`src/pll_ctl_pkg.sv`:
```
package pll_ctl_pkg;
	localparam int NUM_POST = 10;
	localparam int NUM_EXT = 4;
	localparam int CNT_W = 11;
	localparam int TAP_W = 3;
	localparam int DLY_W = 4;
	localparam int NUM_PINS = 7;
	// Positions of the sampled pins in the synchroniser vector
	localparam int PIN_PRI = 0;
	localparam int PIN_SEC = 1;
	localparam int PIN_MAN = 2;
	localparam int PIN_LOCK = 3;
	localparam int PIN_SCK = 4;
	localparam int PIN_SDI = 5;
	localparam int PIN_CLR = 6;
	// Register byte addresses
	localparam logic [7:0] ADDR_CTRL = 8'h00;
	localparam logic [7:0] ADDR_STATUS = 8'h04;
	localparam logic [7:0] ADDR_TAPS = 8'h08;
	localparam logic [7:0] ADDR_ACTIVE_NM = 8'h0C;
	localparam int CTRL_AUTO_BIT = 0;
	localparam int CTRL_RUN_BIT = 1;
	localparam int CTRL_SWITCH_BIT = 2;
	localparam int ST_LOST_BIT = 0;
	localparam int ST_RELOCK_BIT = 1;
	localparam int ST_CFGERR_BIT = 2;
	localparam int ST_SEL_BIT = 3;
	localparam int ST_BUSY_BIT = 4;
	localparam int ST_LOCK_BIT = 5;
	// Count limits
	localparam logic [CNT_W-1:0] CNT_MIN = 11'h001;
	localparam logic [CNT_W-1:0] MAX_50 = 11'h400;
	localparam logic [CNT_W-1:0] MAX_OTHER = 11'h200;
	localparam logic [CNT_W-1:0] MAX_NM = 11'h200;
	localparam logic [CNT_W-1:0] MAX_FAST = 11'h020;
	localparam int CHAIN_BITS = 2 * CNT_W + NUM_POST * (CNT_W + 1)
		+ NUM_EXT * DLY_W;
	localparam logic [7:0] CHAIN_LAST = 8'(CHAIN_BITS - 1);
	// Timing
	localparam int CLK_MHZ = 100;
	localparam logic [7:0] LOSS_CYCLES = 8'h40;
	localparam int RELOCK_TIME_US = 100;
	localparam int RELOCK_CYCLES_DEF = RELOCK_TIME_US * CLK_MHZ;
	localparam int CFG_TIME_US = 20;
	localparam int SHIFT_CLK_MHZ = 25;
	localparam int CFG_MAX_SHIFTS = CFG_TIME_US * SHIFT_CLK_MHZ;

	typedef struct packed {
		logic [NUM_EXT-1:0][DLY_W-1:0] delay;
		logic [NUM_POST-1:0] duty50;
		logic [NUM_POST-1:0][CNT_W-1:0] post;
		logic [CNT_W-1:0] m;
		logic [CNT_W-1:0] n;
	} pll_cfg_t;

	localparam pll_cfg_t CFG_RESET = '{delay: '0, duty50: '1,
		post: {NUM_POST{11'h001}}, m: 11'h001, n: 11'h001};

	typedef struct packed {
		logic [7:0] addr;
		logic [31:0] wdata;
		logic wr;
		logic rd;
	} reg_req_t;

	typedef enum logic {SW_IDLE, SW_WAIT_LOW} sw_state_t;
endpackage

```
`src/pll_divider.sv`:
```
`timescale 1ns/1ns
module pll_divider
	import pll_ctl_pkg::*;
(
	input logic clk,
	input logic srst,
	input logic run,
	input logic [CNT_W-1:0] count,
	input logic duty50,
	output logic div_out,
	output logic tick
);
	typedef struct packed {
		logic [CNT_W-1:0] cnt;
		logic out;
		logic tick;
	} div_state_t;

	div_state_t s;
	div_state_t n;
	logic [CNT_W-1:0] hi;

	always_comb begin
		n = s;
		// High for the larger half; odd counts leave low one cycle shorter
		hi = duty50 ? count - {1'b0, count[CNT_W-1:1]} : CNT_MIN;
		if (!run || s.cnt >= count - CNT_MIN) begin
			n.cnt = '0;
		end else begin
			n.cnt = s.cnt + 11'h001;
		end
		n.out = run && (n.cnt < hi);
		n.tick = run && (n.cnt == '0);
	end

	always_ff @(posedge clk) begin
		if (srst) begin
			s <= '0;
		end else begin
			s <= n;
		end
	end

	assign div_out = s.out;
	assign tick = s.tick;
endmodule

```
`src/pll_counter_switchover_reconfig.sv`:
```
// Chosen here: the plain strobed port and the placing of the registers.
`timescale 1ns/1ns
// What this block does
// - Output counters run to 1024 at 50 percent duty, else only 512.
// - Fast variant limits loop divisor and output counters to 1..32.
// - Finest phase step is one eighth oscillator period via eight taps.
// - Degree steps of 45 or finer exist for every output.
// - Fast instances 7,8 get two outputs; instances 1,2 get three.
// - Reference divided by pre-divider; outputs divide oscillator.
// - One pre-divider and one loop divisor, each 1..512.
// - Two regional, four global, four external counters, each 1..512, or 1..1024 at 50 percent duty.
// - Dead primary reference moves the loop to the secondary.
// - Automatic mode state machine drives the reference select.
// - Reference switch happens without glitches; oscillator keeps running.
// - Lock returns within 100 us after a switch.
// - Runtime reconfiguration touches counters and delays only.
// - After the last bit, a chain with all counts in range loads into the active set at once; any other chain sets the config error flag.
// - A clear input empties the whole shift chain.
// - Full reconfiguration under 20 us at a 25 MHz shift clock.
module pll_counter_switchover_reconfig
	import pll_ctl_pkg::*;
#(
	parameter int RELOCK_CYCLES = RELOCK_CYCLES_DEF,
	parameter int INSTANCE = 5,
	parameter bit FAST_VARIANT = 1'b0
)(
	input logic clk,
	input logic srst,
	input reg_req_t reg_req,
	output logic [31:0] rd_data,
	input logic primary_reference_input,
	input logic secondary_reference_input,
	input logic manual_switch_request,
	input logic loop_locked,
	input logic shift_clk,
	input logic shift_data,
	input logic shift_clear,
	output logic ref_select,
	output logic switch_busy,
	output logic ref_div_pulse,
	output logic fb_div_pulse,
	output logic [NUM_POST-1:0] post_clk,
	output logic [NUM_POST-1:0][TAP_W-1:0] phase_tap,
	output logic [NUM_EXT-1:0][DLY_W-1:0] delay_sel
);
	// Output ports present in this instance
	localparam logic [NUM_POST-1:0] PORT_MASK =
		!FAST_VARIANT ? 10'h3FF :
		(INSTANCE == 7 || INSTANCE == 8) ? 10'h003 :
		(INSTANCE == 1 || INSTANCE == 2) ? 10'h007 : 10'h3FF;

	typedef struct packed {
		logic [NUM_PINS-1:0] st0;
		logic [NUM_PINS-1:0] st1;
		logic [NUM_PINS-1:0] st2;
		logic [NUM_PINS-1:0] lvl;
		logic auto_en;
		logic run;
		logic [NUM_POST-1:0][TAP_W-1:0] taps;
		logic lost;
		logic relock_to;
		logic cfg_err;
		sw_state_t sw;
		logic sel;
		logic ref_lvl;
		logic ref_pulse;
		logic [7:0] miss_cnt;
		logic relock_wait;
		logic [15:0] relock_cnt;
		logic [CHAIN_BITS-1:0] chain;
		logic [7:0] bit_cnt;
		logic [CNT_W-1:0] n_cnt;
		pll_cfg_t active;
		logic [31:0] rd_data;
	} ctl_state_t;

	ctl_state_t s;
	ctl_state_t n;
	logic [NUM_PINS-1:0] pins;
	logic [NUM_PINS-1:0] rise;
	logic [NUM_PINS-1:0] chg;
	logic dead;
	logic sw_req;
	logic tgt_lvl;
	logic ref_cur;
	logic lost_set;
	logic relock_set;
	logic cfg_set;
	logic [2:0] clr;
	logic wr_ctrl;

	function automatic logic cfg_ok(input pll_cfg_t c);
		logic ok;
		logic [CNT_W-1:0] lim;
		ok = (c.n >= CNT_MIN) && (c.n <= MAX_NM);
		lim = FAST_VARIANT ? MAX_FAST : MAX_NM;
		ok = ok && (c.m >= CNT_MIN) && (c.m <= lim);
		for (int i = 0; i < NUM_POST; i++) begin
			lim = c.duty50[i] ? MAX_50 : MAX_OTHER;
			if (FAST_VARIANT) begin
				lim = MAX_FAST;
			end
			ok = ok && (c.post[i] >= CNT_MIN) && (c.post[i] <= lim);
		end
		return ok;
	endfunction

	////////////////////////////////////////////////////////////////////////
	always_comb begin
		n = s;
		pins = {shift_clear, shift_data, shift_clk, loop_locked,
			manual_switch_request, secondary_reference_input,
			primary_reference_input};
		n.st0 = pins;
		n.st1 = s.st0;
		n.st2 = s.st1;
		// A level counts once the second and third stages agree
		n.lvl = (s.st2 & ~(s.st1 ^ s.st2)) | (s.lvl & (s.st1 ^ s.st2));
		rise = n.lvl & ~s.lvl;
		chg = n.lvl ^ s.lvl;
		n.rd_data = '0;
		n.ref_pulse = 1'b0;
		lost_set = 1'b0;
		relock_set = 1'b0;
		cfg_set = 1'b0;
		wr_ctrl = reg_req.wr && reg_req.addr == ADDR_CTRL;
		clr = (reg_req.wr && reg_req.addr == ADDR_STATUS) ?
			reg_req.wdata[2:0] : 3'h0;

		// Clock sensing on the primary reference
		if (chg[PIN_PRI]) begin
			n.miss_cnt = '0;
		end else if (s.miss_cnt != LOSS_CYCLES) begin
			n.miss_cnt = s.miss_cnt + 8'h01;
		end
		dead = (s.miss_cnt == LOSS_CYCLES);
		lost_set = (n.miss_cnt == LOSS_CYCLES) && !dead;

		// Lock watch after a switch
		if (s.relock_wait) begin
			if (s.relock_cnt == 16'(RELOCK_CYCLES - 1)) begin
				n.relock_wait = 1'b0;
				relock_set = !s.lvl[PIN_LOCK];
			end else begin
				n.relock_cnt = s.relock_cnt + 16'h0001;
			end
		end

		// Switchover; swap only while the incoming reference is low
		sw_req = rise[PIN_MAN]
			|| (wr_ctrl && reg_req.wdata[CTRL_SWITCH_BIT])
			|| (s.auto_en && dead && !s.sel);
		tgt_lvl = s.sel ? n.lvl[PIN_PRI] : n.lvl[PIN_SEC];
		case (s.sw)
			SW_IDLE: begin
				if (sw_req) begin
					n.sw = SW_WAIT_LOW;
				end
			end
			SW_WAIT_LOW: begin
				if (!tgt_lvl) begin
					n.sel = ~s.sel;
					n.sw = SW_IDLE;
					n.relock_wait = 1'b1;
					n.relock_cnt = '0;
				end
			end
			default: begin
				n.sw = SW_IDLE;
			end
		endcase

		// Pre-divider on rising edges of the selected reference
		ref_cur = s.sel ? n.lvl[PIN_SEC] : n.lvl[PIN_PRI];
		n.ref_lvl = ref_cur;
		if (!s.run) begin
			n.n_cnt = '0;
		end else if (ref_cur && !s.ref_lvl) begin
			if (s.n_cnt >= s.active.n - CNT_MIN) begin
				n.n_cnt = '0;
				n.ref_pulse = 1'b1;
			end else begin
				n.n_cnt = s.n_cnt + 11'h001;
			end
		end

		// Serial chain; clear acts without any shift clock edge
		if (n.lvl[PIN_CLR]) begin
			n.chain = '0;
			n.bit_cnt = '0;
		end else if (rise[PIN_SCK]) begin
			n.chain = {s.chain[CHAIN_BITS-2:0], n.lvl[PIN_SDI]};
			if (s.bit_cnt == CHAIN_LAST) begin
				n.bit_cnt = '0;
				if (cfg_ok(pll_cfg_t'(n.chain))) begin
					n.active = pll_cfg_t'(n.chain);
				end else begin
					cfg_set = 1'b1;
				end
			end else begin
				n.bit_cnt = s.bit_cnt + 8'h01;
			end
		end

		// Register writes
		if (wr_ctrl) begin
			n.auto_en = reg_req.wdata[CTRL_AUTO_BIT];
			n.run = reg_req.wdata[CTRL_RUN_BIT];
		end
		if (reg_req.wr && reg_req.addr == ADDR_TAPS && !s.run) begin
			n.taps = reg_req.wdata[NUM_POST*TAP_W-1:0];
		end
		n.lost = (s.lost & ~clr[ST_LOST_BIT]) | lost_set;
		n.relock_to = (s.relock_to & ~clr[ST_RELOCK_BIT]) | relock_set;
		n.cfg_err = (s.cfg_err & ~clr[ST_CFGERR_BIT]) | cfg_set;

		// Register reads
		if (reg_req.rd) begin
			case (reg_req.addr)
				ADDR_CTRL: n.rd_data = {30'h0, s.run, s.auto_en};
				ADDR_STATUS: n.rd_data = {26'h0, s.lvl[PIN_LOCK],
					s.sw == SW_WAIT_LOW, s.sel, s.cfg_err,
					s.relock_to, s.lost};
				ADDR_TAPS: n.rd_data = {2'h0, s.taps};
				ADDR_ACTIVE_NM: n.rd_data = {5'h0, s.active.m,
					5'h0, s.active.n};
				default: n.rd_data = '0;
			endcase
		end
	end

	always_ff @(posedge clk) begin
		if (srst) begin
			s <= '0;
			s.active <= CFG_RESET;
			s.sw <= SW_IDLE;
		end else begin
			s <= n;
		end
	end

	////////////////////////////////////////////////////////////////////////
	// The block clock stands in for the oscillator
	pll_divider loop_div (
		.clk(clk),
		.srst(srst),
		.run(s.run),
		.count(s.active.m),
		.duty50(1'b1),
		.div_out(),
		.tick(fb_div_pulse)
	);

	for (genvar i = 0; i < NUM_POST; i++) begin : g_post
		pll_divider post_div (
			.clk(clk),
			.srst(srst),
			.run(s.run && PORT_MASK[i]),
			.count(s.active.post[i]),
			.duty50(s.active.duty50[i]),
			.div_out(post_clk[i]),
			.tick()
		);
	end

	assign rd_data = s.rd_data;
	assign ref_select = s.sel;
	assign switch_busy = (s.sw == SW_WAIT_LOW);
	assign ref_div_pulse = s.ref_pulse;
	// Eight taps per oscillator period, one per output counter
	assign phase_tap = s.taps;
	assign delay_sel = s.active.delay;
endmodule

```
`config.mk`:
```
export PLATFORM = sky130hd
export DESIGN_NAME = pll_counter_switchover_reconfig
export DESIGN_NICKNAME = d
export VERILOG_FILES = /design/src/pll_ctl_pkg.sv /design/src/pll_divider.sv /design/src/pll_counter_switchover_reconfig.sv
export SDC_FILE = /design/constraint.sdc
export NUM_CORES = 2
export LEC_CHECK = 0
export BUFFER_PORTS_ARGS = -buffer_cell sky130_fd_sc_hd__buf_4
export CORE_ASPECT_RATIO = 0.75
export CORE_MARGIN = 1.5
export CORE_UTILIZATION = 62
export CTS_CLUSTER_DIAMETER = 40
export DETAILED_ROUTE_END_ITERATION = 16
export MAX_ROUTING_LAYER = met4
export PLACE_DENSITY = 0.78
export SLEW_MARGIN = 5
export SYNTH_ARGS = -nofsm -noshare
export SYNTH_HDL_FRONTEND = slang
export SYNTH_SLANG_ARGS = --single-unit
```
`constraint.sdc`:
```
create_clock -name clk -period 8.7 [get_ports clk]
set_input_delay 1.305 -clock clk [delete_from_list [all_inputs] [get_ports clk]]
set_output_delay 1.305 -clock clk [all_outputs]
set_load 0.03 [all_outputs]
```
==> impl_results.md <==
* Status: completed
* Hold Vio Cnt, Final at 0
* Hold endpoint: n[439]$_SDFF_PP0_
* CP bufs+invs at 1
* WHS Path Cells at 1
* First-pass GRT wire length at 136,000 µm
* Final setup vio count at 0
* Largest net degree at the start of global routing at 94
* Async S/R FF share, synth at 0%
* PortBufs at 138
* Initial core utilization at 63.2%
* Warnings from Yosys at 0
* Busiest grt layer: met2
* Routability Congestion at 0.880
* Final period demand of the worst path at 4.79 ns
* Die Ht at 213 µm
* PnR worst setup slack at 3.91 ns
* Clk Tree Root Cell: clkbuf_16
* H-tree depth at 3
* Die area at 60,400 µm²
* Sequential group share of total power at 45.1%
* Gr ovfl total at 0
* Worst slew margin at 23.9%
* Design area at 39,900 µm²
* Slowest cell on crit path: a311o_1
* CTS Sinks at 588
* Final clock skew at 0.0307 ns
* Clk_lat worst skew at 0.63 ns
* CP Depth at 23
* Die X at 283 µm
* Combinational fraction of design power at 1.5%
* Routed wire per std cell at 15.6 µm
* CP arrival at 5.29 ns
* Synthesized cell area at 36,500 µm²
* Crit path kind: register to register
* Worst Hold Launch: n[446]$_SDFF_PP0_
* GR Layer Usage met1 at 37.7%
* Cells along the critical path: inv_1 > ha_1 > o21ai_0 > nand2_1 > nand2_1 > nand2_1 > nand2_1 > xnor2_1 > ha_1 > a21oi_1 > nor2b_1 > o21ai_0 > nand3b_1 > a311o_1 > nor2_1 > ha_1 > a21o_1 > a21o_1 > a21oi_1 > nor2_1 > a2111oi_0 > o21ai_0 > a21oi_1
* DP HPWL at 57,600 µm
* Pre-Repair DR Iteration Count at 5
* Switch share at 22.7%
* Final Cycle Share at 55.0%
* CP dominant cell by count: nand2_1
* Layout fillers at 4,726
* Fmax at 209 MHz
* Met3 usage at 4.70%
* Core Box Area at 57,800 µm²
* PostCTS Resize Cnt at 0
* Layout Nets at 4,967
* Met2 GRT Util at 41.5%
* Vias per cell at 5.60
* Post-CTS setup buffers at 0
* Worst Path Required at 9.20 ns
* Io pins at 143
* Vias in the first global route at 27,500
* Clock Power Share at 53.4%
* Post-synth top cells: nand2_1 (630), dfxtp_1 (588), ha_1 (511)
* Mapped Avg Cell Area at 8.27 µm²
* Synth cell types at 67
* Mapped Cells at 4,415
* Synth area leaders: dfxtp_1 (32%), ha_1 (18%), nand2_1 (6.5%), xnor2_1 (4.6%), mux2i_1 (4.4%)
* Leading area contributor after synthesis: dfxtp_1
* LEAKAGE at 15.8 nW
* Vias at 29,300
* EDFF count, synth at 0
* Least-Margin Pin Slew at 1.14 ns
* Post-route DRC violation count at 0
* Initial antenna violation count at 1
* Detail Route Antenna Nets at 0
* Share of cells above drive strength 1 at 6.91%
* CTS Buf Count at 75
* Area after DPL at 37,400 µm²
* Multi-input gate area at 22,300 µm²
* Clock-pin slew on the worst setup and hold paths at 0.06 ns
* Clk buf depth at 3
* Cts hold-fix bufs at 0
* Worst min path class: register to register
* R2R setup slack at 3.91 ns
* Prevailing post-synth register cell: dfxtp_1
* Max Cap Viol at 0
* Most common cell in the netlist: nand2_1
* Flops & latches, synth at 588
* CP endpoint kind: register
* Worst reg2reg path endpoint: g_post[6].post_div.div_out$_SDFF_PP0_
* Setup tns final at 0 ns
* Initial drt markers at 2,089
* Post-synthesis sequential area ratio at 32.2%
* Max incr delay on CP at 0.56 ns
* Post-place setup slack at 3.96 ns
* Yosys top cell area share at 32.2%
* Peak supply drop at 164 µV
* Unrepaired setup endpoints after global routing: false
* CP Max Fanout at 22
* Area grow syn2layout at 9.41%
* Cell Rows at 76
* Power Dens Cells at 150 nW/µm²
* Drt total wl at 81,800 µm
* Max-slew violations at 0
* Sw power at 1.36 mW
* CP delay by family, top: compound AO/OA/AOI/OAI gates
* RR Startpoint: s[121]$_SDFFE_PP0P_
* Reg area at 11,800 µm²
* Total Routing Usage GR at 27.4%
* R2r worst-path depth at 23
* CTS tree: yes
* Int Power at 4.63 mW
* Crit start category: register
cell usage in the layout (no fill, tap or decap), types with 107 or more instances in the layout:
cell | netlist | final
o21ai_0 | 107 | 107
nor2_1 | 405 | 404
a21oi_1 | 304 | 304
ha_1 | 511 | 511
xnor2_1 | 190 | 190
mux2i_1 | 159 | 159
inv_1 | 296 | 296
nand2_1 | 630 | 629
nand3_1 | 117 | 117
xor2_1 | 122 | 122
buf_4 | 100 | 153
nor3_1 | 155 | 154
dfxtp_1 | 588 | 588
per-layer routing:
layer	wire length, µm	part of all wire, %	vias up
met1	40500	49	13700
li1	-	-	14900
met2	35300	43	632
met5	0	0	-
met3	4490	5.5	124
met4	1530	1.9	0
how the worst max path moves through the flow:
stage                              startpoint  slack [ns]                                     to
final                     s[121]$_SDFFE_PP0P_        3.91  g_post[6].post_div.div_out$_SDFF_PP0_
after detailed placement  s[121]$_SDFFE_PP0P_        3.96  g_post[6].post_div.div_out$_SDFF_PP0_
after floorplan            s[66]$_SDFFE_PP0P_        4.58  g_post[1].post_div.div_out$_SDFF_PP0_
after global routing       s[66]$_SDFFE_PP0P_        3.49  g_post[1].post_div.div_out$_SDFF_PP0_
after global placement    s[121]$_SDFFE_PP0P_        4.11  g_post[6].post_div.div_out$_SDFF_PP0_
after CTS                 s[121]$_SDFFE_PP0P_        3.94  g_post[6].post_div.div_out$_SDFF_PP0_
flip-flops by register name (all words and copies together) (netlist names), named ones only:
register,flops
s,362
g_post.post_div.s,110
phase_tap,30
rd_data,30
delay_sel,16
n,14
loop_div.s,11
g_post.post_div.div_out,10
loop_div.tick,1
ref_div_pulse,1
ref_select,1
switch_busy,1
layout make-up:
type	instances	share of cell area, %
Clock inverter	49	1.48
Antenna cell	1	0.00626
Timing Repair Buffer	154	2.91
Multi-Input combinational cell	3279	55.9
Clock buffer	88	5.00
Tap cell	780	2.44
Inverter	297	2.79
Sequential cell	588	29.5
metrics by stage:
stage | utilization (%) | std cells | hold slack (ns) | power, mW
5_1_grt | 69.1 | 5236 | 0.464 | 6.16
2_1_floorplan | - | 4416 | 0.414 | 2.81
3_3_place_gp | 64.6 | 5098 | 0.419 | 2.85
6_report | 69.1 | 5236 | 0.440 | 5.99
3_5_place_dp | 64.6 | 5098 | 0.424 | 2.85
4_1_cts | 69.1 | 5235 | 0.451 | 6.03
cell families (layout without fill, tap and decap cells):
| kind of cell | Yosys count | in the layout | synth area share, % |
|---|---|---|---|
| AND/OR/NAND/NOR | 1617 | 1617 | 19.9 |
| AO/OA/AOI/OAI | 660 | 660 | 10.9 |
| flip-flops | 588 | 588 | 32.2 |
| buffers and inverters | 549 | 588 | 6.69 |
| adder cells (fa/ha/maj) | 524 | 524 | 18.1 |
| XOR/XNOR | 312 | 312 | 7.48 |
| multiplexers | 164 | 164 | 4.57 |
| other | 1 | 3 | 0.0103 |
power groups by stage:
stage / Sequential (mW) / Combinational, mW / Clock, mW
after CTS: 2.70 / 0.0892 / 3.24
after detailed placement: 2.76 / 0.0887 / 0
final: 2.70 / 0.0895 / 3.20
after floorplan: 2.76 / 0.0545 / 0
after global routing: 2.70 / 0.0966 / 3.37
after global placement: 2.76 / 0.0876 / 0
(Power assumes the default switching activity.)
